===== src/inc/irb_pkg.sv =====
// constants, register map and state type of the interrupt register bank
package irb_pkg;

   // sizes of the bank
   localparam int IRB_WORDS   = 36;
   localparam int IRB_FLAGS   = 9;
   localparam int IRB_SLOTS   = 64;
   localparam int IRB_SOURCES = 144;
   localparam int IRB_EVENTS  = 3;

   // word positions inside the bank
   localparam int IRB_FIRST_FLAG   = 0;
   localparam int IRB_FIRST_ENABLE = 9;
   localparam int IRB_FIRST_PRIO   = 18;
   localparam int IRB_SOFT_TRAP    = 34;
   localparam int IRB_HARD_TRAP    = 35;

   // register indices; the bus byte address is four times the index
   localparam logic [13:0] IRB_INDEX [IRB_WORDS] = '{
      14'h0800, 14'h0802, 14'h0804, 14'h0806, 14'h0808, 14'h080a, 14'h080c, 14'h0810, 14'h0812,
      14'h0820, 14'h0822, 14'h0824, 14'h0826, 14'h0828, 14'h082a, 14'h082c, 14'h0830, 14'h0832,
      14'h0840, 14'h0842, 14'h0844, 14'h0846, 14'h0848, 14'h084a, 14'h084c, 14'h084e,
      14'h0850, 14'h0852, 14'h0858, 14'h085c, 14'h0860, 14'h0866, 14'h086e, 14'h0870,
      14'h0880, 14'h0882};
   localparam logic [13:0] IRB_IRQ_STATUS_INDEX = 14'h0884;
   localparam logic [13:0] IRB_IRQ_MASK_INDEX   = 14'h0886;

   // implemented bits of each word; all others read as zero
   localparam logic [15:0] IRB_MASK [IRB_WORDS] = '{
      16'h7fff, 16'hff1f, 16'h0073, 16'h0606, 16'h200e, 16'hc000, 16'h0001, 16'hc000, 16'h007e,
      16'h7fff, 16'hff1f, 16'h0073, 16'h0606, 16'h200e, 16'hc000, 16'h0001, 16'hc000, 16'h007e,
      16'h7777, 16'h7777, 16'h7777, 16'h0777, 16'h7777, 16'h0007, 16'h7777, 16'h7777,
      16'h0077, 16'h0777, 16'h0770, 16'h0770, 16'h7770, 16'h0070, 16'h7700, 16'h7007,
      16'h0030, 16'h0001};

   // reset value of each word
   localparam logic [15:0] IRB_RESET [IRB_WORDS] = '{
      16'h0000, 16'h0000, 16'h0000, 16'h0000, 16'h0000, 16'h0000, 16'h0000, 16'h0000, 16'h0000,
      16'h0000, 16'h0000, 16'h0000, 16'h0000, 16'h0000, 16'h0000, 16'h0000, 16'h0000, 16'h0000,
      16'h4444, 16'h4444, 16'h4444, 16'h0444, 16'h4444, 16'h0004, 16'h4444, 16'h4444,
      16'h0044, 16'h0444, 16'h0440, 16'h0440, 16'h4440, 16'h0040, 16'h4400, 16'h4004,
      16'h0000, 16'h0000};

   // source number (flag word * 16 + bit) behind each priority nibble, 8'hff when none
   localparam logic [7:0] IRB_NO_SOURCE = 8'hff;
   localparam logic [7:0] IRB_SLOT_SRC [IRB_SLOTS] = '{
      8'h00, 8'h01, 8'h02, 8'h03,  8'h04, 8'h05, 8'h06, 8'h07,
      8'h08, 8'h09, 8'h0a, 8'h0b,  8'h0c, 8'h0d, 8'h0e, 8'hff,
      8'h10, 8'h11, 8'h12, 8'h13,  8'h14, 8'hff, 8'hff, 8'hff,
      8'h18, 8'h19, 8'h1a, 8'h1b,  8'h1c, 8'h1d, 8'h1e, 8'h1f,
      8'h20, 8'h21, 8'hff, 8'hff,  8'h24, 8'h25, 8'h26, 8'hff,
      8'hff, 8'h31, 8'h32, 8'hff,  8'hff, 8'h39, 8'h3a, 8'hff,
      8'hff, 8'h41, 8'h42, 8'h43,  8'hff, 8'h4d, 8'hff, 8'hff,
      8'hff, 8'hff, 8'h5e, 8'h5f,  8'h60, 8'hff, 8'hff, 8'hff};

   // trap status bit positions
   localparam int IRB_DMA_ADDR_ERR_BIT   = 5;
   localparam int IRB_LOOP_STACK_OVF_BIT = 4;
   localparam int IRB_SW_HARD_TRAP_BIT   = 0;

   // interrupt status bit positions and reset values
   localparam int IRB_EV_DMA_ADDR_ERR     = 0;
   localparam int IRB_EV_LOOP_STACK_OVF   = 1;
   localparam int IRB_EV_SW_HARD_TRAP     = 2;
   localparam logic [2:0] IRB_IRQ_RESET   = 3'h0;

   // state of the bank top level
   typedef struct packed {
      logic          pready;
      logic          pslverr;
      logic [31:0]   prdata;
      logic [2:0]    irq_status;
      logic [2:0]    irq_mask;
      logic          irq;
      logic [63:0]   slot_req;
      logic [191:0]  slot_prio;
   } irb_state_s;

   // state of one register word
   typedef struct packed {
      logic [15:0] value;
   } irb_word_s;

endpackage : irb_pkg


===== src/verilog/irb_bank.sv =====
// interrupt register bank: flags, enables, priorities, trap status over apb
//
// Contract
// - every source in flag words 0 to 6 has a 3-bit priority nibble, top bit zero, reset to four; flag words 7 and 8 have none
// - unimplemented bits of all bank registers always read back as zero
// - flags from 0x0800, enables from 0x0820, same bit position, reset clears
// - soft trap bit 5 records a dma address error trap, read-write, reset zero
// - soft trap bit 4 records a loop stack overflow trap, read-write, reset zero
// - hard trap bit 0 records a software hard trap; bits 15..1 unimplemented
`timescale 1ns/1ps
`default_nettype none
module irb_bank (
   // clock and reset
   input  wire logic                            i_clock,
   input  wire logic                            i_rst_n,
   // apb slave
   input  wire logic                            i_psel,
   input  wire logic                            i_penable,
   input  wire logic                            i_pwrite,
   input  wire logic [15:0]                     i_paddr,
   input  wire logic [31:0]                     i_pwdata,
   output logic      [31:0]                     o_prdata,
   output logic                                 o_pready,
   output logic                                 o_pslverr,
   // peripheral source events, one-cycle pulses, same clock
   input  wire logic [irb_pkg::IRB_SOURCES-1:0] i_src_event,
   // trap events, one-cycle pulses, same clock
   input  wire logic                            i_dma_addr_err_trap,
   input  wire logic                            i_loop_stack_ovf_trap,
   input  wire logic                            i_sw_hard_trap,
   // requests to the core, one per priority slot
   output logic      [irb_pkg::IRB_SLOTS-1:0]   o_slot_req,
   output logic      [irb_pkg::IRB_SLOTS*3-1:0] o_slot_prio,
   // interrupt line
   output logic                                 o_irq
);
   import irb_pkg::*;

   irb_state_s         st;
   irb_state_s         next_st;
   logic [15:0]        word_value [IRB_WORDS];
   logic [15:0]        word_set   [IRB_WORDS];
   logic [IRB_WORDS-1:0] word_hit;
   logic [IRB_WORDS-1:0] word_wr;
   logic [IRB_SLOTS-1:0] slot_req;
   logic [2:0]         slot_prio  [IRB_SLOTS];
   logic [IRB_SOURCES-1:0] flag_bits;
   logic [IRB_SOURCES-1:0] enable_bits;
   logic [13:0]        index;
   logic               setup;
   logic               access;
   logic               irq_status_hit;
   logic               irq_mask_hit;
   logic [2:0]         events;

   // bus phases; the write and read-clear take effect at the access edge
   assign index          = i_paddr[15:2];
   assign setup          = i_psel & ~i_penable;
   assign access         = i_psel & i_penable & st.pready;
   assign irq_status_hit = (index == IRB_IRQ_STATUS_INDEX);
   assign irq_mask_hit   = (index == IRB_IRQ_MASK_INDEX);

   // trap pulses feeding the interrupt status
   assign events[IRB_EV_DMA_ADDR_ERR]   = i_dma_addr_err_trap;
   assign events[IRB_EV_LOOP_STACK_OVF] = i_loop_stack_ovf_trap;
   assign events[IRB_EV_SW_HARD_TRAP]   = i_sw_hard_trap;

   // register words: decode, hardware set and storage
   generate
      for (genvar w = 0; w < IRB_WORDS; w++) begin : g_word
         assign word_hit[w] = (index == IRB_INDEX[w]);
         assign word_wr[w]  = access & i_pwrite & word_hit[w];
         if (w < IRB_FIRST_ENABLE) begin : g_flag
            assign word_set[w] = i_src_event[w*16 +: 16];
         end else if (w == IRB_SOFT_TRAP) begin : g_soft
            // one driver per word: trap pulses placed at their status bits
            assign word_set[w] = (16'(i_dma_addr_err_trap) << IRB_DMA_ADDR_ERR_BIT)
                               | (16'(i_loop_stack_ovf_trap) << IRB_LOOP_STACK_OVF_BIT);
         end else if (w == IRB_HARD_TRAP) begin : g_hard
            assign word_set[w] = 16'(i_sw_hard_trap) << IRB_SW_HARD_TRAP_BIT;
         end else begin : g_plain
            assign word_set[w] = 16'h0000;
         end
         irb_word #(
            .MASK  (IRB_MASK[w]),
            .RESET (IRB_RESET[w])
         ) u_word (
            .i_clock (i_clock),
            .i_rst_n (i_rst_n),
            .i_wr    (word_wr[w]),
            .i_wdata (i_pwdata[15:0]),
            .i_set   (word_set[w]),
            .o_value (word_value[w])
         );
      end
   endgenerate

   // flag and enable words laid out as flat source vectors
   generate
      for (genvar f = 0; f < IRB_FLAGS; f++) begin : g_src
         assign flag_bits[f*16 +: 16]   = word_value[IRB_FIRST_FLAG + f];
         assign enable_bits[f*16 +: 16] = word_value[IRB_FIRST_ENABLE + f];
      end
   endgenerate

   // per priority nibble: request and its priority field
   generate
      for (genvar s = 0; s < IRB_SLOTS; s++) begin : g_slot
         if (IRB_SLOT_SRC[s] == IRB_NO_SOURCE) begin : g_none
            assign slot_req[s]  = 1'b0;
            assign slot_prio[s] = 3'h0;
         end else begin : g_used
            assign slot_req[s]  = flag_bits[IRB_SLOT_SRC[s]] & enable_bits[IRB_SLOT_SRC[s]];
            assign slot_prio[s] = word_value[IRB_FIRST_PRIO + s/4][(s%4)*4 +: 3];
         end
      end
   endgenerate

   // next state: bus answer, interrupt status and mask, request outputs
   always_comb begin
      next_st = st;
      // answer one cycle after setup, so every access has no wait state
      next_st.pready  = setup;
      next_st.pslverr = 1'b0;
      if (setup) begin
         next_st.prdata  = 32'h0000_0000;
         next_st.pslverr = ~(|word_hit | irq_status_hit | irq_mask_hit);
         for (int w = 0; w < IRB_WORDS; w++) begin
            if (word_hit[w]) begin
               next_st.prdata[15:0] = word_value[w];
            end
         end
         if (irq_status_hit) begin
            next_st.prdata[2:0] = st.irq_status;
         end
         if (irq_mask_hit) begin
            next_st.prdata[2:0] = st.irq_mask;
         end
      end else begin
         // read data stands only in the answer cycle
         next_st.prdata = 32'h0000_0000;
      end
      // read clears the status; a new event in the same cycle survives
      if (access && !i_pwrite && irq_status_hit) begin
         next_st.irq_status = 3'h0;
      end
      next_st.irq_status = next_st.irq_status | events;
      if (access && i_pwrite && irq_mask_hit) begin
         next_st.irq_mask = i_pwdata[2:0];
      end
      next_st.irq = |(next_st.irq_status & next_st.irq_mask);
      // registered requests and priorities
      for (int s = 0; s < IRB_SLOTS; s++) begin
         next_st.slot_req[s]            = slot_req[s];
         next_st.slot_prio[s*3 +: 3]    = slot_req[s] ? slot_prio[s] : 3'h0;
      end
   end

   // state register
   always_ff @(posedge i_clock or negedge i_rst_n) begin
      if (!i_rst_n) begin
         st.pready     <= 1'b0;
         st.pslverr    <= 1'b0;
         st.prdata     <= 32'h0000_0000;
         st.irq_status <= IRB_IRQ_RESET;
         st.irq_mask   <= IRB_IRQ_RESET;
         st.irq        <= 1'b0;
         st.slot_req   <= '0;
         st.slot_prio  <= '0;
      end else begin
         st <= next_st;
      end
   end

   // outputs straight from the state register
   assign o_prdata    = st.prdata;
   assign o_pready    = st.pready;
   assign o_pslverr   = st.pslverr;
   assign o_slot_req  = st.slot_req;
   assign o_slot_prio = st.slot_prio;
   assign o_irq       = st.irq;
endmodule : irb_bank
`default_nettype wire


===== src/verilog/irb_word.sv =====
// one 16-bit register word with implemented-bit mask and hardware set
`timescale 1ns/1ps
`default_nettype none
module irb_word #(
   parameter logic [15:0] MASK  = 16'hffff,
   parameter logic [15:0] RESET = 16'h0000
) (
   // clock and reset
   input  wire logic        i_clock,
   input  wire logic        i_rst_n,
   // software write
   input  wire logic        i_wr,
   input  wire logic [15:0] i_wdata,
   // hardware set, one bit per position
   input  wire logic [15:0] i_set,
   // stored value
   output logic      [15:0] o_value
);
   import irb_pkg::*;

   irb_word_s st;
   irb_word_s next_st;

   // set wins over a write of zero in the same cycle; holes stay zero
   always_comb begin
      next_st = st;
      if (i_wr) begin
         next_st.value = i_wdata;
      end
      next_st.value = (next_st.value | i_set) & MASK;
   end

   // state register
   always_ff @(posedge i_clock or negedge i_rst_n) begin
      if (!i_rst_n) begin
         st.value <= RESET & MASK;
      end else begin
         st <= next_st;
      end
   end

   assign o_value = st.value;
endmodule : irb_word
`default_nettype wire

===== config.mk =====
export PLATFORM = sky130hd
export DESIGN_NAME = irb_bank
export DESIGN_NICKNAME = d
export VERILOG_FILES = /design/src/inc/irb_pkg.sv /design/src/verilog/irb_bank.sv /design/src/verilog/irb_word.sv
export SDC_FILE = /design/constraint.sdc
export NUM_CORES = 1
export LEC_CHECK = 0
export BUFFER_PORTS_ARGS = -buffer_cell sky130_fd_sc_hd__buf_2
export CORE_ASPECT_RATIO = 1.1
export CORE_MARGIN = 1
export CORE_UTILIZATION = 40
export DETAILED_ROUTE_END_ITERATION = 12
export GPL_TIMING_DRIVEN = 0
export PLACE_DENSITY_LB_ADDON = 0.1
export SETUP_SLACK_MARGIN = 0.1
export SLEW_MARGIN = 20
export SYNTH_ARGS = -nofsm -noshare
export SYNTH_HDL_FRONTEND = slang
export SYNTH_SLANG_ARGS = --single-unit
export TNS_END_PERCENT = 50

===== constraint.sdc =====
create_clock -name i_clock -period 2.3 [get_ports i_clock]
set_input_delay 0.69 -clock i_clock [delete_from_list [all_inputs] [get_ports i_clock]]
set_output_delay 0.69 -clock i_clock [all_outputs]
set_load 0.02 [all_outputs]

Word-level counts from Yosys, hierarchy flattened:

Index checks and enable logic that the tools add are counted.

* bits in read-only memories: 0
* output and inout bits: 291
* logic and storage cells: 288
* latch bits: 0
* flip-flop bits (word level): 443
* input bits: 200
* memories: 0
* bits in writable memories: 0

* multiply operators: 0
* reductions and logical operators: 7
* order comparisons: 0
* add/sub/neg operators: 0
* multiplexer cells: 97
* shift-type cells: 0
* bitwise gates (word level): 102
* div/mod/pow operators: 0
* equal/unequal tests: 38

Operator list (number)
* two-way mux 16 bit: 39
* == test 14 x 12 -> 1 bit, second input constant: 38
* two-way mux 3 bit: 48
* AND 1 bit: 84
* OR 16 bit: 3
* OR reduction 36 bit: 1
* two-way mux 15 bit: 2
* OR 15 bit: 1
* two-way mux 14 bit: 1
* two-way mux 7 bit: 2
* OR 14 bit: 1
* OR 7 bit: 2
* two-way mux 11 bit: 1
* OR 11 bit: 1
* two-way mux 6 bit: 1
* OR 6 x 5 -> 6 bit: 1
* OR 6 bit: 1
* logical AND 1 bit: 4
* OR 1 bit: 4
* AND 3 bit: 1
* two-way mux 1 bit: 3
* OR 3 bit: 1
* OR reduction 3 bit: 1
* NOT 1 bit: 2
* logical NOT 1 bit: 1

Depth between registers and ports, before layout:

Gate-level depths: netlist of run 1.

* depth in word-level cells: 40
* depth in mapped cells: 12
* mapped depth without buffers: 8

Hierarchy:

A second synthesis of run 1 with hierarchy kept.

* cells, all modules: 2832
* area total of the unflattened synthesis: 27413.8 um^2

Modules (own cells, without submodules)
* irb_bank: times used 1, cells each 1702, area each 14446.4 um^2, seq. area each 5029.8 um^2
* irb_word at g_word[18].u_word ...: times used 6, cells each 43, area each 550.5 um^2, seq. area each 305.3 um^2
* irb_word at g_word[26].u_word ...: times used 5, cells each 30, area each 345.3 um^2, seq. area each 152.6 um^2
* irb_word at g_word[21].u_word ...: times used 3, cells each 36, area each 432.9 um^2, seq. area each 229.0 um^2
* irb_word at g_word[0].u_word ...: times used 2, cells each 50, area each 641.9 um^2, seq. area each 375.4 um^2
* irb_word at g_word[10].u_word ...: times used 2, cells each 45, area each 586.8 um^2, seq. area each 325.3 um^2
* irb_word at g_word[12].u_word ...: times used 4, cells each 25, area each 254.0 um^2, seq. area each 100.1 um^2
* irb_word at g_word[14].u_word ...: times used 5, cells each 21, area each 188.9 um^2, seq. area each 50.0 um^2
* irb_word at g_word[17].u_word ...: times used 2, cells each 30, area each 342.8 um^2, seq. area each 150.1 um^2
* irb_word at g_word[11].u_word ...: times used 2, cells each 28, area each 310.3 um^2, seq. area each 125.1 um^2
* irb_word at g_word[15].u_word ...: times used 3, cells each 19, area each 156.4 um^2, seq. area each 25.0 um^2
* irb_word at g_word[23].u_word ...: times used 2, cells each 23, area each 222.7 um^2, seq. area each 76.3 um^2

Worst setup path before layout of run 1:

OpenSTA, ideal clock, no wires.

* path kind: input -> register
* start point: input port i_paddr[2]
* end point: register g_word[18].u_word.st (netlist bit g_word[18].u_word.o_value[0])
* slack: -630 ps
* path buffers: 3
* data required time: 2175 ps
* setup time: 125 ps
* stages: 8
* arrival time: 2805 ps
* cells stage by stage: buf_2 -> or4_1 -> clkbuf_1 -> nor3_1 -> nand2_1 -> nor2_1 -> buf_2 -> mux2_2

* longest elaborated chain between the ends: 2

RTL lines
* start, declared: line irb_bank.sv:20 `input wire logic [15:0] i_paddr,`
* == test 14 x 12 -> 1 bit: line irb_bank.sv:71 `assign word_hit[w] = (index == IRB_INDEX[w]);`
* AND 1 bit: line irb_bank.sv:72 `assign word_wr[w] = access & i_pwrite & word_hit[w];`
* end signal, assigned: line irb_word.sv:38 `st <= next_st;`
* end, declared: line irb_word.sv:21 `irb_word_s st;`

Every way passes these cells.
A chain may end at the register's enable or synchronous reset.

==> results.txt, run 1 <==
The flow ran to the end, but the final reports show violations. The checks that failed: setup timing. For the worst voltage drop across the vdd grid, the log shows 0.0004362 V. Setup slack of the critical path after layout: -0.1878 ns. The most used flip-flop cell after synthesis was sky130_fd_sc_hd__dfrtp_1. Clock tree synthesis found a total of 443 sinks. The worst setup path is captured at a register. The largest single stage delay on the critical path is 0.47 ns. The required time reported for the critical path endpoint was 2.79 ns; the via count of the first global-routing pass was 16347. The synthesized design contains 443 register bits.

Setup repair after global routing could not meet its margin everywhere. The number of buffer and inverter stages on the critical path is 3, and the peak fanout along the critical path is 6. The tools report the worst flop-to-flop path startpoint as g_word[3].u_word.o_value[2]$_DFF_PN0_. The number of buffers added on ports works out to 279. The post-synthesis sequential area ratio came out at 0.5399.

Number of nets in the finished design: 2559. After clock tree synthesis, the clock-pin slew on the worst setup and hold paths is 0.07 ns. The min-delay analysis places its worst path in the category input pin to async pin. The total power per unit cell area works out to 579.9 mW/mm2. The ratio of final minimum period to clock period was 1.082. Counting every instance in the synthesized netlist gives 1767. Entering global routing, the biggest net connects 99 pins.

The synthesized netlist occupies a cell area of 0.02064 mm2. The slowest stage of the critical path is the sky130_fd_sc_hd__clkbuf_1 cell. The buffer type at the clock tree root is sky130_fd_sc_hd__clkbuf_16. Counting flops with a built-in enable in the synthesized netlist gives 0. TritonCTS built the clock tree. The max-slew violation count came out at 0. The largest total area in the synthesized netlist belongs to sky130_fd_sc_hd__dfrtp_1. The starting utilization of the core area came out at 0.4089.

At the worst endpoint, the arrival time is 2.98 ns. The share of Yosys cell area claimed by the top area cell type was 0.4826; the worst hold margin was 0.08968 ns. The height of the chip works out to 240.2 um. The average instance in the mapped netlist occupies 11.68 um2. After the flow finishes, the layout carries non-filler instances totaling 3059. The first TritonRoute pass finished after 5 iterations.

The share of async-settable or async-resettable flops after synthesis was 1.000. After synthesis, the cell types taking the most area are sky130_fd_sc_hd__dfrtp_1 48%, sky130_fd_sc_hd__buf_4 10%, sky130_fd_sc_hd__mux2_2 10%. The post-DP HPWL is 60.34 mm, and the detailed router's first-iteration violation count is 1354. Measured in cells, the most critical reg-to-reg path has a length of 7. The source of the critical timing path is i_paddr[2]. Fill cells in the final layout number 4297. The number of synthesis warnings came out at 0. The tool flagged a number of max-cap violations equal to 0. After clock tree synthesis, the flow added hold-fix buffers numbering 0. The run gives 0.05251 mm2 as the die area. The floorplan has 86 rows. The maximum count of clock buffers along a single path came out at 3. The kind of cell adding the most delay to the critical path is compound AO/OA/AOI/OAI gates. Clock latency on the worst-skew pair, taken at its later pin, is 0.60 ns. The initial antenna violation count is 4, and the final design utilization is 0.5748.

The total number of H-tree levels is 2, and the time the worst path needs with I/O delays and setup is 2.488 ns. The tightest slew margin relative to the limit is 0.3245, and the share of final-layout standard cells stronger than drive strength 1 is 0.5363. The wire length of the first global-routing pass was 118.2 mm. For the all-layer global routing usage, the log shows 0.3212. By startpoint and endpoint, the worst setup path is classified as input pin to register. In this run the static leakage power is 14.76 nW.

Launching element type of the critical path: an input pin. Once placement completed, the tool counted placed cells totaling 2807. In this run the count of I/O pins placed on the die edge is 491.

Across all layers, the routed design uses 16756 vias. The tools report the count of endpoints failing hold in the final timing report as 0. Using the TritonRoute via totals, the vias-per-cell ratio works out to 5.478.

For this run, design rule violations remaining after detail routing come to 0. Compared with the post-synthesis result, the final layout area differs by 40.57%. The worst clock skew is 0.02240 ns, and the final routed wirelength across all metal layers is 85.16 mm. The run gives 47 as the number of buffers inserted during clock tree synthesis. Summed over all layers, the global routing overflow is 0. The region available for standard cell placement spans 0.05047 mm2. Counting buffers and inverters, the worst setup path is 11 cells deep. Setup violations remaining at the end of the flow were counted as 16.

From left edge to right edge, the die measures 218.6 um. The mean routed wirelength per cell came out at 27.84 um. The maximum clock frequency came out at 0.4020 GHz. Traced cell by cell, the critical path runs through buf_8, bufbuf_16, nand2b_4, or2_2, clkbuf_1, o22ai_1, o211ai_1, o21ai_0, o21ai_0, o211ai_1, a21oi_2.

At the pin with the least slew margin, the transition time is 1.001 ns. Accumulated negative setup slack: -1.186 ns. Overall power consumption: 16.82 mW.

In this run the remaining antenna-violating nets after routing total 0. The post-synthesis cell type count was 72; the last weighted congestion value of the routability-driven placer was 0.9543.
## stage by stage
stage,worst slack (ns),cell area [um2]
after floorplan,-0.4158,21600
after global placement,-8.279,23820
after detailed placement,-2.390,23990
after CTS,-0.1367,28230
after global routing,-0.1781,29010
final,-0.1878,29010
## Yosys cell counts, types with 8 or more instances
library cell	n
sky130_fd_sc_hd__dfrtp_1	398
sky130_fd_sc_hd__buf_4	288
sky130_fd_sc_hd__mux2_2	190
sky130_fd_sc_hd__and3_1	135
sky130_fd_sc_hd__nor2_1	68
sky130_fd_sc_hd__nor2b_1	53
sky130_fd_sc_hd__a211o_1	51
sky130_fd_sc_hd__and2_1	48
sky130_fd_sc_hd__o21ai_0	47
sky130_fd_sc_hd__a21oi_1	46
sky130_fd_sc_hd__clkbuf_1	46
sky130_fd_sc_hd__dfstp_2	45
sky130_fd_sc_hd__nand2_1	45
sky130_fd_sc_hd__a22oi_1	27
sky130_fd_sc_hd__nand3_1	25
sky130_fd_sc_hd__o22ai_1	22
sky130_fd_sc_hd__nor3_1	21
sky130_fd_sc_hd__a221oi_1	20
sky130_fd_sc_hd__buf_2	18
sky130_fd_sc_hd__buf_1	14
sky130_fd_sc_hd__a22o_1	8
sky130_fd_sc_hd__o211ai_1	8
sky130_fd_sc_hd__o221ai_1	8
## path summary, 6_finish.rpt
check,slack (ns),endpoint
worst max-delay path,-0.19,o_prdata[2]$_DFF_PN0_
worst min-delay path,0.09,g_word[13].u_word.o_value[1]$_DFFE_PN0P_
worst max register to register,-0.09,o_prdata[2]$_DFF_PN0_
worst min register to register,0.51,st[260]$_DFF_PN0_
max in group asynchronous,0.40,g_word[22].u_word.o_value[14]$_DFFE_PN1P_
min in group i_clock,0.29,g_word[0].u_word.o_value[7]$_DFF_PN0_
## report_power, final
part           switching, mW  total, mW  internal [mW]
Clock                   3.20       7.86           4.66
Combinational          0.775       1.16          0.388
Sequential           0.00148       7.80           7.80
## per-layer routing
metal / track usage / wire [um]
met5: 0 / 39
met4: 0.1647 / 5171
met1: 0.4280 / 35000
met3: 0.05503 / 5744
met2: 0.5023 / 39200
## sequential cells by signal, indices dropped and copies added (netlist names)
name,cells
o_prdata,16
o_irq,1
o_pready,1
o_slot_req,44
o_pslverr,1
o_slot_prio,132
st,6
g_word.u_word.o_value,242
## logic make-up (layout without fill, tap and decap cells)
| family | after synthesis | in the layout | share of synthesized area |
|---|---|---|---|
| AO/OA/AOI/OAI | 289 | 289 | 0.1003 |
| XOR/XNOR | 2 | 2 | 0.0008489 |
| buffers and inverters | 374 | 910 | 0.1219 |
| flip-flops | 443 | 443 | 0.5399 |
| multiplexers | 193 | 193 | 0.1051 |
| other | 1 | 97 | 0.0001817 |
| AND/OR/NAND/NOR | 465 | 465 | 0.1318 |
## worst register-to-register path: stages (launching register included)
cell and delay [ns]:
sky130_fd_sc_hd__dfrtp_2 0.49, sky130_fd_sc_hd__mux2_2 0.33, sky130_fd_sc_hd__a31oi_2 0.21, sky130_fd_sc_hd__o32ai_2 0.09, sky130_fd_sc_hd__a222oi_1 0.67, sky130_fd_sc_hd__a21oi_1 0.09
sky130_fd_sc_hd__o211ai_1 0.27, sky130_fd_sc_hd__a21oi_2 0.10
## what timing repair did
action                                  4_1_cts  5_1_grt
endpoints found under the setup margin      266      194
buffers inserted                            121       41
pin swaps                                    76       44
resized for setup                           355      103
cloned                                        2        2
## cell type report
type	count	area, um2	share of cell area
Sequential cell	443	11140	0.3841
Multi-Input combinational cell	1045	9042	0.3117
Timing Repair Buffer	449	3224	0.1111
Buffer	366	3131	0.1079
Clock buffer	73	1445	0.04982
Tap cell	660	825.8	0.02847
Clock inverter	15	168.9	0.005823
Inverter	7	26.28	0.0009058
Antenna cell	1	2.502	0.00008626
## layout by cell type, fill, tap and decap left out, types with 42 or more instances in the layout
master / synthesis / routed
sky130_fd_sc_hd__buf_2: 18 / 270
sky130_fd_sc_hd__buf_6: 1 / 42
sky130_fd_sc_hd__clkbuf_16: 0 / 57
sky130_fd_sc_hd__dfstp_2: 45 / 45
sky130_fd_sc_hd__mux2_2: 190 / 82
sky130_fd_sc_hd__buf_4: 288 / 405
sky130_fd_sc_hd__a211o_1: 51 / 51
sky130_fd_sc_hd__nor2b_1: 53 / 53
sky130_fd_sc_hd__dfrtp_1: 398 / 397
sky130_fd_sc_hd__and2_1: 48 / 47
sky130_fd_sc_hd__conb_1: 1 / 96
sky130_fd_sc_hd__mux2_4: 0 / 108
sky130_fd_sc_hd__and3_1: 135 / 133
(Power assumes the default switching activity.)
==> inputs of run 2 (changes only) <==
CORE_UTILIZATION = 54   (was 40)
CTS_CLUSTER_SIZE = 16   (was not set)
==> run 2 against run 1 <==
The flow still finishes with violations (setup timing). Clock power fell by 3.9%. Clock skew rose by 0.0080 ns. Global-route usage rose by 10 points. Via count rose by 8.6%. Worst hold slack improved by 0.018 ns. Cell count fell by 4.3%. Final area rose by 0.51%. Die area fell by 26%. Wire length rose by 4.0%. Count of clock-buffer cells in the layout fell by 13. Critical path depth fell by 1.
==> results.txt, run 2 (synthesis gave the netlist of run 1 again) <==
The width of the die was 188.4 um (-14%); the largest net degree at the start of global routing was 106 (+7.1%). The critical path data arrival time was 3.06 ns (+0.08 ns). The starting utilization of the core area was 0.5517 (+0.1428); the met3 global-route usage was 0.09844 (+0.04341). The checks that failed: setup timing.

The power share of the combinational group is 0.074 (+0.005), and the number of iterations in the first detailed-routing pass is 7 (+2). For the die area, the log shows 0.03900 mm2 (-26%). The row count came out at 74 (-14%). The tools report the max-slew violation count as 0 (unchanged).

The total power per unit cell area was 568.3 mW/mm2 (-2.0%). The all-layer global routing usage was 0.4242 (+0.1030); the time the worst path needs with I/O delays and setup was 2.635 ns (+0.1468 ns). The tools report the overall power consumption as 16.57 mW (-1.5%). Relative to the synthesized area, the layout overhead comes to 41.29%.

The mean routed wirelength per cell was 30.25 um (+8.7%). For the last weighted congestion value of the routability-driven placer, the log shows 0.9959 (+4.4%). The tools report the core box area as 0.03741 mm2 (-26%). The worst clock skew was 0.03040 ns (+0.007991 ns); the tightest slew margin relative to the limit was 0.3699 (+0.04547). The wire length of the first global-routing pass was 118.7 mm (+0.44%). The number of top-level pins was 491 (unchanged); the number of buffers inserted during clock tree synthesis was 44 (-6.4%). The logic depth of the worst register-to-register path was 7 (unchanged). The layer with the highest usage after global routing is met2.

The number of buffers added on ports is 279 (unchanged). The global route total overflow was 0 (unchanged); the total placed cells including tap cells was 2641 (-5.9%). The area of the multi-input gates was 0.009121 mm2 (+0.87%); the maximum count of clock buffers along a single path was 3 (unchanged). Via count normalized by instance count: 6.219 (+14%). Critical path class: input pin to register. The tools report the buffer type at the clock tree root as sky130_fd_sc_hd__clkbuf_16.

The flip-flop count of the largest register, all copies and words added is 242 (unchanged). The transition time at the pin with the least slew margin is 0.9451 ns (-0.05551 ns), and the internal power is 12.56 mW (-2.3%). The worst voltage drop across the vdd grid was 0.0006325 V (+45%). Height of the chip: 207.0 um (-14%). In the layout the commonest cells are 430 x sky130_fd_sc_hd__buf_4, 398 x sky130_fd_sc_hd__dfrtp_1, 271 x sky130_fd_sc_hd__buf_2, 132 x sky130_fd_sc_hd__and3_1. The remaining routing DRC violations is 0 (unchanged), and the share of final-layout standard cells stronger than drive strength 1 is 0.5492 (+0.01288). Leading cell type in the layout, fill and taps excluded: sky130_fd_sc_hd__buf_4. The run gives -0.3346 ns (-0.1468 ns) as the setup slack of the critical path after layout. The run finished, with violations left.

The final design utilization is 0.7795 (+0.2047), and the part of the total power dissipated in the clock network is 0.455 (-0.012). The post-DP HPWL came out at 56.59 mm (-6.2%). The initial antenna violation count is 3 (-1), and the total number of vias is 18203 (+8.6%). The via count of the first global-routing pass is 17502 (+7.1%). Required time reported for the critical path endpoint: 2.72 ns (-0.07 ns). The type of the tightest min-delay check was input pin to async pin. Number of buffers added to fix hold violations after cts: 0 (unchanged).

The number of maximum-capacitance constraint violations was 0 (unchanged); the count of non-filler cells in the finished layout was 2927 (-4.3%). The remaining antenna violation count after routing is 0 (unchanged), and the count of endpoints failing hold in the final timing report is 0 (unchanged). The pre-CTS setup slack is -2.593 ns (-0.2034 ns), and the power share of the sequential group is 0.471 (+0.007).

The clock slew at the register clock pins of the worst setup and hold paths works out to 0.06 ns (about the same). The net switching fraction of the power is 0.2421 (+0.005992). The static power due to leakage is 14.94 nW (+1.3%). TritonCTS built the clock tree. The peak fanout along the critical path is 7 (+1), and the worst-skew pair later-pin latency is 0.59 ns (about the same). Setup repair after global routing could not meet its margin everywhere.

The area of all sequential standard cells was 0.01114 mm2 (about the same); the total clock sinks was 443 (unchanged). The run gives 2596 (+1.4%) as the number of nets in the finished design. Routing usage on met2: 0.6489 (+0.1466). The worst setup path is launched from an input pin. The final setup violation count was 46 (+30).

The total number of H-tree levels was 2 (unchanged); the maximum clock frequency was 0.3796 GHz (-5.6%). For the final routed wirelength across all metal layers, the log shows 88.53 mm (+4.0%). The tools report the number of inserted filler cells in the final layout as 2202 (-49%). The fraction of met1 tracks used by global routing is 0.5412 (+0.1131), and the detailed router's first-iteration violation count is 2152 (+59%). The tools report the net switching power as 4.012 mW (+1.0%). The tools report the endpoint type of the worst setup path as a register. Ratio of final minimum period to clock period: 1.145 (+0.06383).
## run 2: stage by stage
stage	hold WS [ns]	setup TNS (ns)	area [um2]
2_1_floorplan	0.3944	-49.97	21600
3_3_place_gp	0.4919	-3700.10	23620
3_5_place_dp	0.4929	-370.84	23780
4_1_cts	0.1528	-3.301	27680
5_1_grt	0.1611	-2.976	29160
6_report	0.1073	-3.326	29160
## run 2: path summary, 6_finish.rpt
| path | startpoint | end | slack (ns) |
|---|---|---|---|
| hold reg to reg | st[262]$_DFF_PN0_ | st[262]$_DFF_PN0_ | 0.53 |
| min in group i_clock | i_src_event[38] | g_word[2].u_word.o_value[6]$_DFF_PN0_ | 0.31 |
| hold / removal | i_rst_n | o_slot_req[33]$_DFF_PN0_ | 0.11 |
| setup / recovery | i_paddr[6] | o_prdata[2]$_DFF_PN0_ | -0.33 |
| max in group asynchronous | i_rst_n | g_word[33].u_word.o_value[14]$_DFFE_PN1P_ | 0.80 |
| setup reg to reg | g_word[3].u_word.o_value[2]$_DFF_PN0_ | o_prdata[2]$_DFF_PN0_ | -0.17 |
## run 2: power by group through the flow
stage               clock [mW]  sequential (mW)  combinational, mW
finish                    7.55             7.80               1.23
global route              7.84             7.79               1.27
CTS                       7.53             7.80               1.11
detailed placement           0             7.94              0.957
global placement             0             7.94              0.923
floorplan                    0             7.94              0.481
## run 2: critical path: stages
cell and delay [ns]:
sky130_fd_sc_hd__buf_4 0.17, sky130_fd_sc_hd__buf_12 0.15, sky130_fd_sc_hd__nor4b_4 0.44, sky130_fd_sc_hd__nand3_4 0.21, sky130_fd_sc_hd__nor2_4 0.21, sky130_fd_sc_hd__a21oi_2 0.08, sky130_fd_sc_hd__a222oi_1 0.62, sky130_fd_sc_hd__a21oi_1 0.08
sky130_fd_sc_hd__o211ai_1 0.27, sky130_fd_sc_hd__a21oi_1 0.13
## run 2: routing by layer
| metal | wire [um] | share of wire | vias up |
|---|---|---|---|
| met3 | 10680 | 0.12 | 488 |
| met4 | 7965 | 0.090 | 2 |
| met5 | 13 | 0.00015 | - |
| li1 | - | - | 7233 |
| met1 | 31120 | 0.35 | 8940 |
| met2 | 38750 | 0.44 | 1540 |
## run 2: final cells by class
cell class,instances,share of cell area
flip-flops and latches,443,0.3821
inverters,7,0.0009011
clock inverters,21,0.009097
well taps,494,0.02120
diodes,2,0.0001716
plain buffers,366,0.1085
clock buffers,60,0.04222
repair buffers,489,0.1229
multi-input cells,1045,0.3128
## run 2: timing repair
| item | in CTS | in global routing |
|---|---|---|
| endpoints found under the setup margin | 266 | 199 |
| resized for setup | 323 | 184 |
| cloned | 1 | 7 |
| buffers inserted | 131 | 66 |
| pin swaps | 89 | 78 |
==> inputs of run 3 (changes only) <==
ABC_AREA = 1   (was not set)
==> run 3 against run 2 <==
The flow still finishes with violations (setup timing). Register-to-register slack improved by 0.15 ns. Non-clock buffer count fell by 134. Clock power fell by 2%. First-iteration DRC count fell by 3.6%. Critical path type unchanged. Critical endpoint is now o_prdata[0]$_DFF_PN0_. Largest cell class unchanged.
==> results.txt, run 3 <==
Worst-skew pair later-pin latency: 0.57 ns (-0.02 ns). The flip-flop count of the largest register, all copies and words added is 242 (unchanged). Number of nets in the finished design: 3057 (+18%). The endpoint type of the worst setup path was a register. The tools report the worst voltage drop across the vdd grid as 0.0004677 V (-26%). For the detailed-route wire length on metal 1, the log shows 27.66 mm (-11%).

The via count normalized by instance count is 5.294 (-15%). For the total met3 wirelength after detailed routing, the log shows 6.697 mm (-37%). Maximum count of clock buffers along a single path: 3 (unchanged). The logs give 0.03855 mm2 (-1.2%) for the die area and 40 (-44%) for the post-synthesis cell type count. STA classifies the critical path startpoint as an input pin.

The total number of vias came out at 17937 (-1.5%). Among all flip-flop cells after synthesis, the most frequent one is sky130_fd_sc_hd__dfrtp_1. The number of iterations in the first detailed-routing pass is 6 (-1), and the number of top-level pins is 491 (unchanged). The run gives 69.27 mm (-22%) as the final routed wirelength across all metal layers. The largest stage delay on the critical path was 0.30 ns (-0.32 ns); the ratio of final minimum period to clock period was 1.235 (+0.08904). The mean routed wirelength per cell was 20.44 um (-32%). The average size of a mapped cell works out to 8.689 um2 (-26%). The met2 layer wire length in the routed design came out at 31.32 mm (-19%). The share of final-layout standard cells stronger than drive strength 1 came out at 0.3479 (-0.2013). The wire length of the first global-routing pass is 100.5 mm (-15%), and the remaining routing DRC violations is 0 (unchanged). The commonest cells after synthesis are 471 x sky130_fd_sc_hd__nand2_1, 398 x sky130_fd_sc_hd__dfrtp_1, 311 x sky130_fd_sc_hd__inv_1, 288 x sky130_fd_sc_hd__buf_4, 278 x sky130_fd_sc_hd__o21ai_0. The netlist area before placement was 0.02039 mm2 (-1.2%); the count of cell instances traversed by the critical path was 23 (+13). The highest metal layer carrying signal wires in the routed design is met5. The initial antenna violation count is 4 (+1), and the number of enable-type register cells in the synthesized netlist is 0 (unchanged). Max-slew violation count: 0 (unchanged). In this run the clock root is driven by a sky130_fd_sc_hd__clkbuf_16.

The total cell area at the placement stage was 0.02313 mm2 (-2.7%). Post-synthesis instance total: 2347 (+33%). The tools report the critical path data arrival time as 3.34 ns (+0.28 ns). Dominant cell by count in the synthesized netlist: sky130_fd_sc_hd__nand2_1. For the final setup violation count, the log shows 16 (-65%). The kind of cell adding the most delay to the critical path was simple AND/OR/NAND/NOR gates.

The tools report the tightest slew margin relative to the limit as 0.1588 (-0.2111). For the number of buffers inserted during clock tree synthesis, the log shows 44 (unchanged). The setup path with the least slack is of type input pin to register.

The transition time at the pin with the least slew margin is 1.262 ns (+0.3167 ns), and the share of Yosys cell area claimed by the top area cell type is 0.4884 (+0.005774). The share of async-settable or async-resettable flops after synthesis came out at 1.000 (unchanged). The total clock sinks was 443 (unchanged); the number of buffers added on ports was 284 (+1.8%).

The remaining antenna violation count after routing is 0 (unchanged). The run gives 16.10 mW (-2.8%) as the overall power consumption. For the post-DP HPWL, the log shows 49.82 mm (-12%).

For the setup slack of the critical path after layout, the log shows -0.5394 ns (-0.2048 ns). For the largest net degree at the start of global routing, the log shows 105 (-0.94%). The worst register-to-register path begins at g_word[1].u_word.o_value[0]$_DFF_PN0_.

Total number of H-tree levels: 2 (unchanged). The required time reported for the critical path endpoint is 2.80 ns (+0.08 ns). For the last weighted congestion value of the routability-driven placer, the log shows 1.016 (+2.0%).

The library cells used most frequently in the layout, excluding fill and tap cells, are 418 x sky130_fd_sc_hd__nand2_1, 398 x sky130_fd_sc_hd__dfrtp_1, 354 x sky130_fd_sc_hd__buf_4, 295 x sky130_fd_sc_hd__inv_1, 277 x sky130_fd_sc_hd__buf_2. Starting utilization of the core area: 0.5493 (-0.002444). The clock slew at the register clock pins of the worst setup and hold paths works out to 0.06 ns (about the same). Number of synthesis warnings: 0 (unchanged). The signal on the critical path passes through buf_8, inv_8, nor2_4, nand3_4, nor2_4, buf_6, nand2_8, clkbuf_16, o211ai_1, o2111ai_1, nand4_1, nand2_1, nand3_2, o21ai_2, nand3_1, nand2_1, nand3_1, nand2_1, nand2_1, nand2_1, nand3_1, nand2_1, inv_1. The run gives 0.3569 (-0.06734) as the all-layer global routing usage. The flip-flop and latch count after synthesis is 443 (unchanged). TritonCTS built the clock tree.

Number of maximum-capacitance constraint violations: 0 (unchanged). The largest total area in the synthesized netlist belongs to sky130_fd_sc_hd__dfrtp_1. The via count of the first global-routing pass came out at 16455 (-6.0%). The logs give 0.3522 GHz (-7.2%) for the maximum clock frequency and 0 (unchanged) for the number of buffers added to fix hold violations after cts. The run gives 13.71 nW (-8.3%) as the static power due to leakage. Peak fanout along the critical path: 6 (-1).

The time the worst path needs with I/O delays and setup is 2.839 ns (+0.2048 ns). The height of the chip was 205.8 um (-0.59%). The total power per unit cell area was 610.6 mW/mm2 (+7.4%). The number of buffer and inverter stages on the critical path was 5 (+3); the worst hold margin was 0.1505 ns (+0.04322 ns).

The global route total overflow is 0 (unchanged). The area growth from synthesis to layout is 29.30%. The minimum setup slack among reg-to-reg paths came out at -0.02 ns (+0.15 ns). The flow ran to the end, but the final reports show violations.

The run gives 0 (unchanged) as the count of endpoints failing hold in the final timing report. The type of the tightest min-delay check is input pin to async pin. The run gives 2980 (+35%) as the number of inserted filler cells in the final layout.

By instance count, the cell type seen most on the critical path is sky130_fd_sc_hd__nand2_1. After synthesis, the cell types taking the most area are sky130_fd_sc_hd__dfrtp_1 49%, sky130_fd_sc_hd__buf_4 11%, sky130_fd_sc_hd__nand2_1 8.7%. The width of the die is 187.3 um (-0.59%), and the core box area is 0.03713 mm2 (-0.74%). The run gives -1.874 ns (+0.7194 ns) as the pre-CTS setup slack. The tools report the post-synthesis sequential area ratio as 0.5464 (+0.006459). Row count: 74 (unchanged). The slowest stage of the critical path is the sky130_fd_sc_hd__o211ai_1 cell. The leading cell type in the layout, fill and taps excluded was sky130_fd_sc_hd__nand2_1. Setup repair after global routing could not meet its margin everywhere. Capture point of the worst reg-to-reg path: o_prdata[0]$_DFF_PN0_. The logs give 2074 (-3.6%) for the detailed router's first-iteration violation count and 0.02637 mm2 (-9.6%) for the cell area after layout.

The logic depth of the worst register-to-register path was 16 (+9); the worst clock skew was 0.02142 ns (-0.008977 ns). The final reports fail on setup timing.
## run 3: changes by cell type after synthesis, sizes merged, moves of 49 or more
cell / change
nor2b: -53
and3: -135
mux2: -189
o21ai: +254
inv: +317
nand2: +426
and2: -49
nor2: +171
## run 3: layer usage
layer  vias up  global-route usage
li1       8035                   -
met1      8639              0.4914
met2      1059              0.5558
met3       202             0.05953
met4         2              0.1660
met5         -                   0
## run 3: per-stage QoR
stage | TNS (ns) | instances | util
after floorplan | -1.788 | 2442 | -
after global placement | -3628.87 | 3220 | 0.6192
after detailed placement | -272.79 | 3225 | 0.6230
after CTS | -5.105 | 3376 | 0.6982
after global routing | -6.908 | 3387 | 0.7102
final | -5.338 | 3388 | 0.7102
## run 3: cell type report
type,count,area (um2),share of cell area
clock buffers,63,1262,0.04788
repair buffers,369,2326,0.08821
inverters,325,1276,0.04840
well taps,494,618.1,0.02344
plain buffers,352,2546,0.09656
multi-input cells,1322,6982,0.2648
flip-flops and latches,443,11140,0.4225
clock inverters,18,211.5,0.008019
diodes,2,5.005,0.0001898
## run 3: worst max path at each step
stage	from	endpoint	slack (ns)
floorplan	i_paddr[13]	o_prdata[2]$_DFF_PN0_	-0.24
global placement	i_rst_n	o_slot_req[0]$_DFF_PN0_	-7.94
detailed placement	i_paddr[5]	o_prdata[14]$_DFF_PN0_	-1.87
CTS	i_paddr[14]	o_prdata[2]$_DFF_PN0_	-0.42
global route	i_paddr[13]	o_prdata[5]$_DFF_PN0_	-0.59
finish	i_paddr[13]	o_prdata[0]$_DFF_PN0_	-0.54
## run 3: kinds of logic (layout without fill, tap and decap cells)
logic type / Yosys count / after routing / synth area share
other: 1 / 98 / 0.0001839
multiplexers: 1 / 1 / 0.0005521
buffers and inverters: 677 / 1127 / 0.1779
AO/OA/AOI/OAI: 430 / 430 / 0.1193
AND/OR/NAND/NOR: 795 / 795 / 0.1558
flip-flops: 443 / 443 / 0.5464
## run 3: power breakdown
group | switching [mW] | internal [mW]
sequential | 0.00149 | 7.80
clock | 3.12 | 4.29
combinational | 0.632 | 0.258
## run 3: timing repair
| item | 4_1_cts | 5_1_grt |
|---|---|---|
| hold endpoints to repair | 0 | 0 |
| endpoints found under the setup margin | 258 | 147 |
| buffers inserted | 69 | 11 |
| pin swaps | 64 | 60 |
| gates cloned | 1 | 0 |
| gates resized for setup | 195 | 127 |
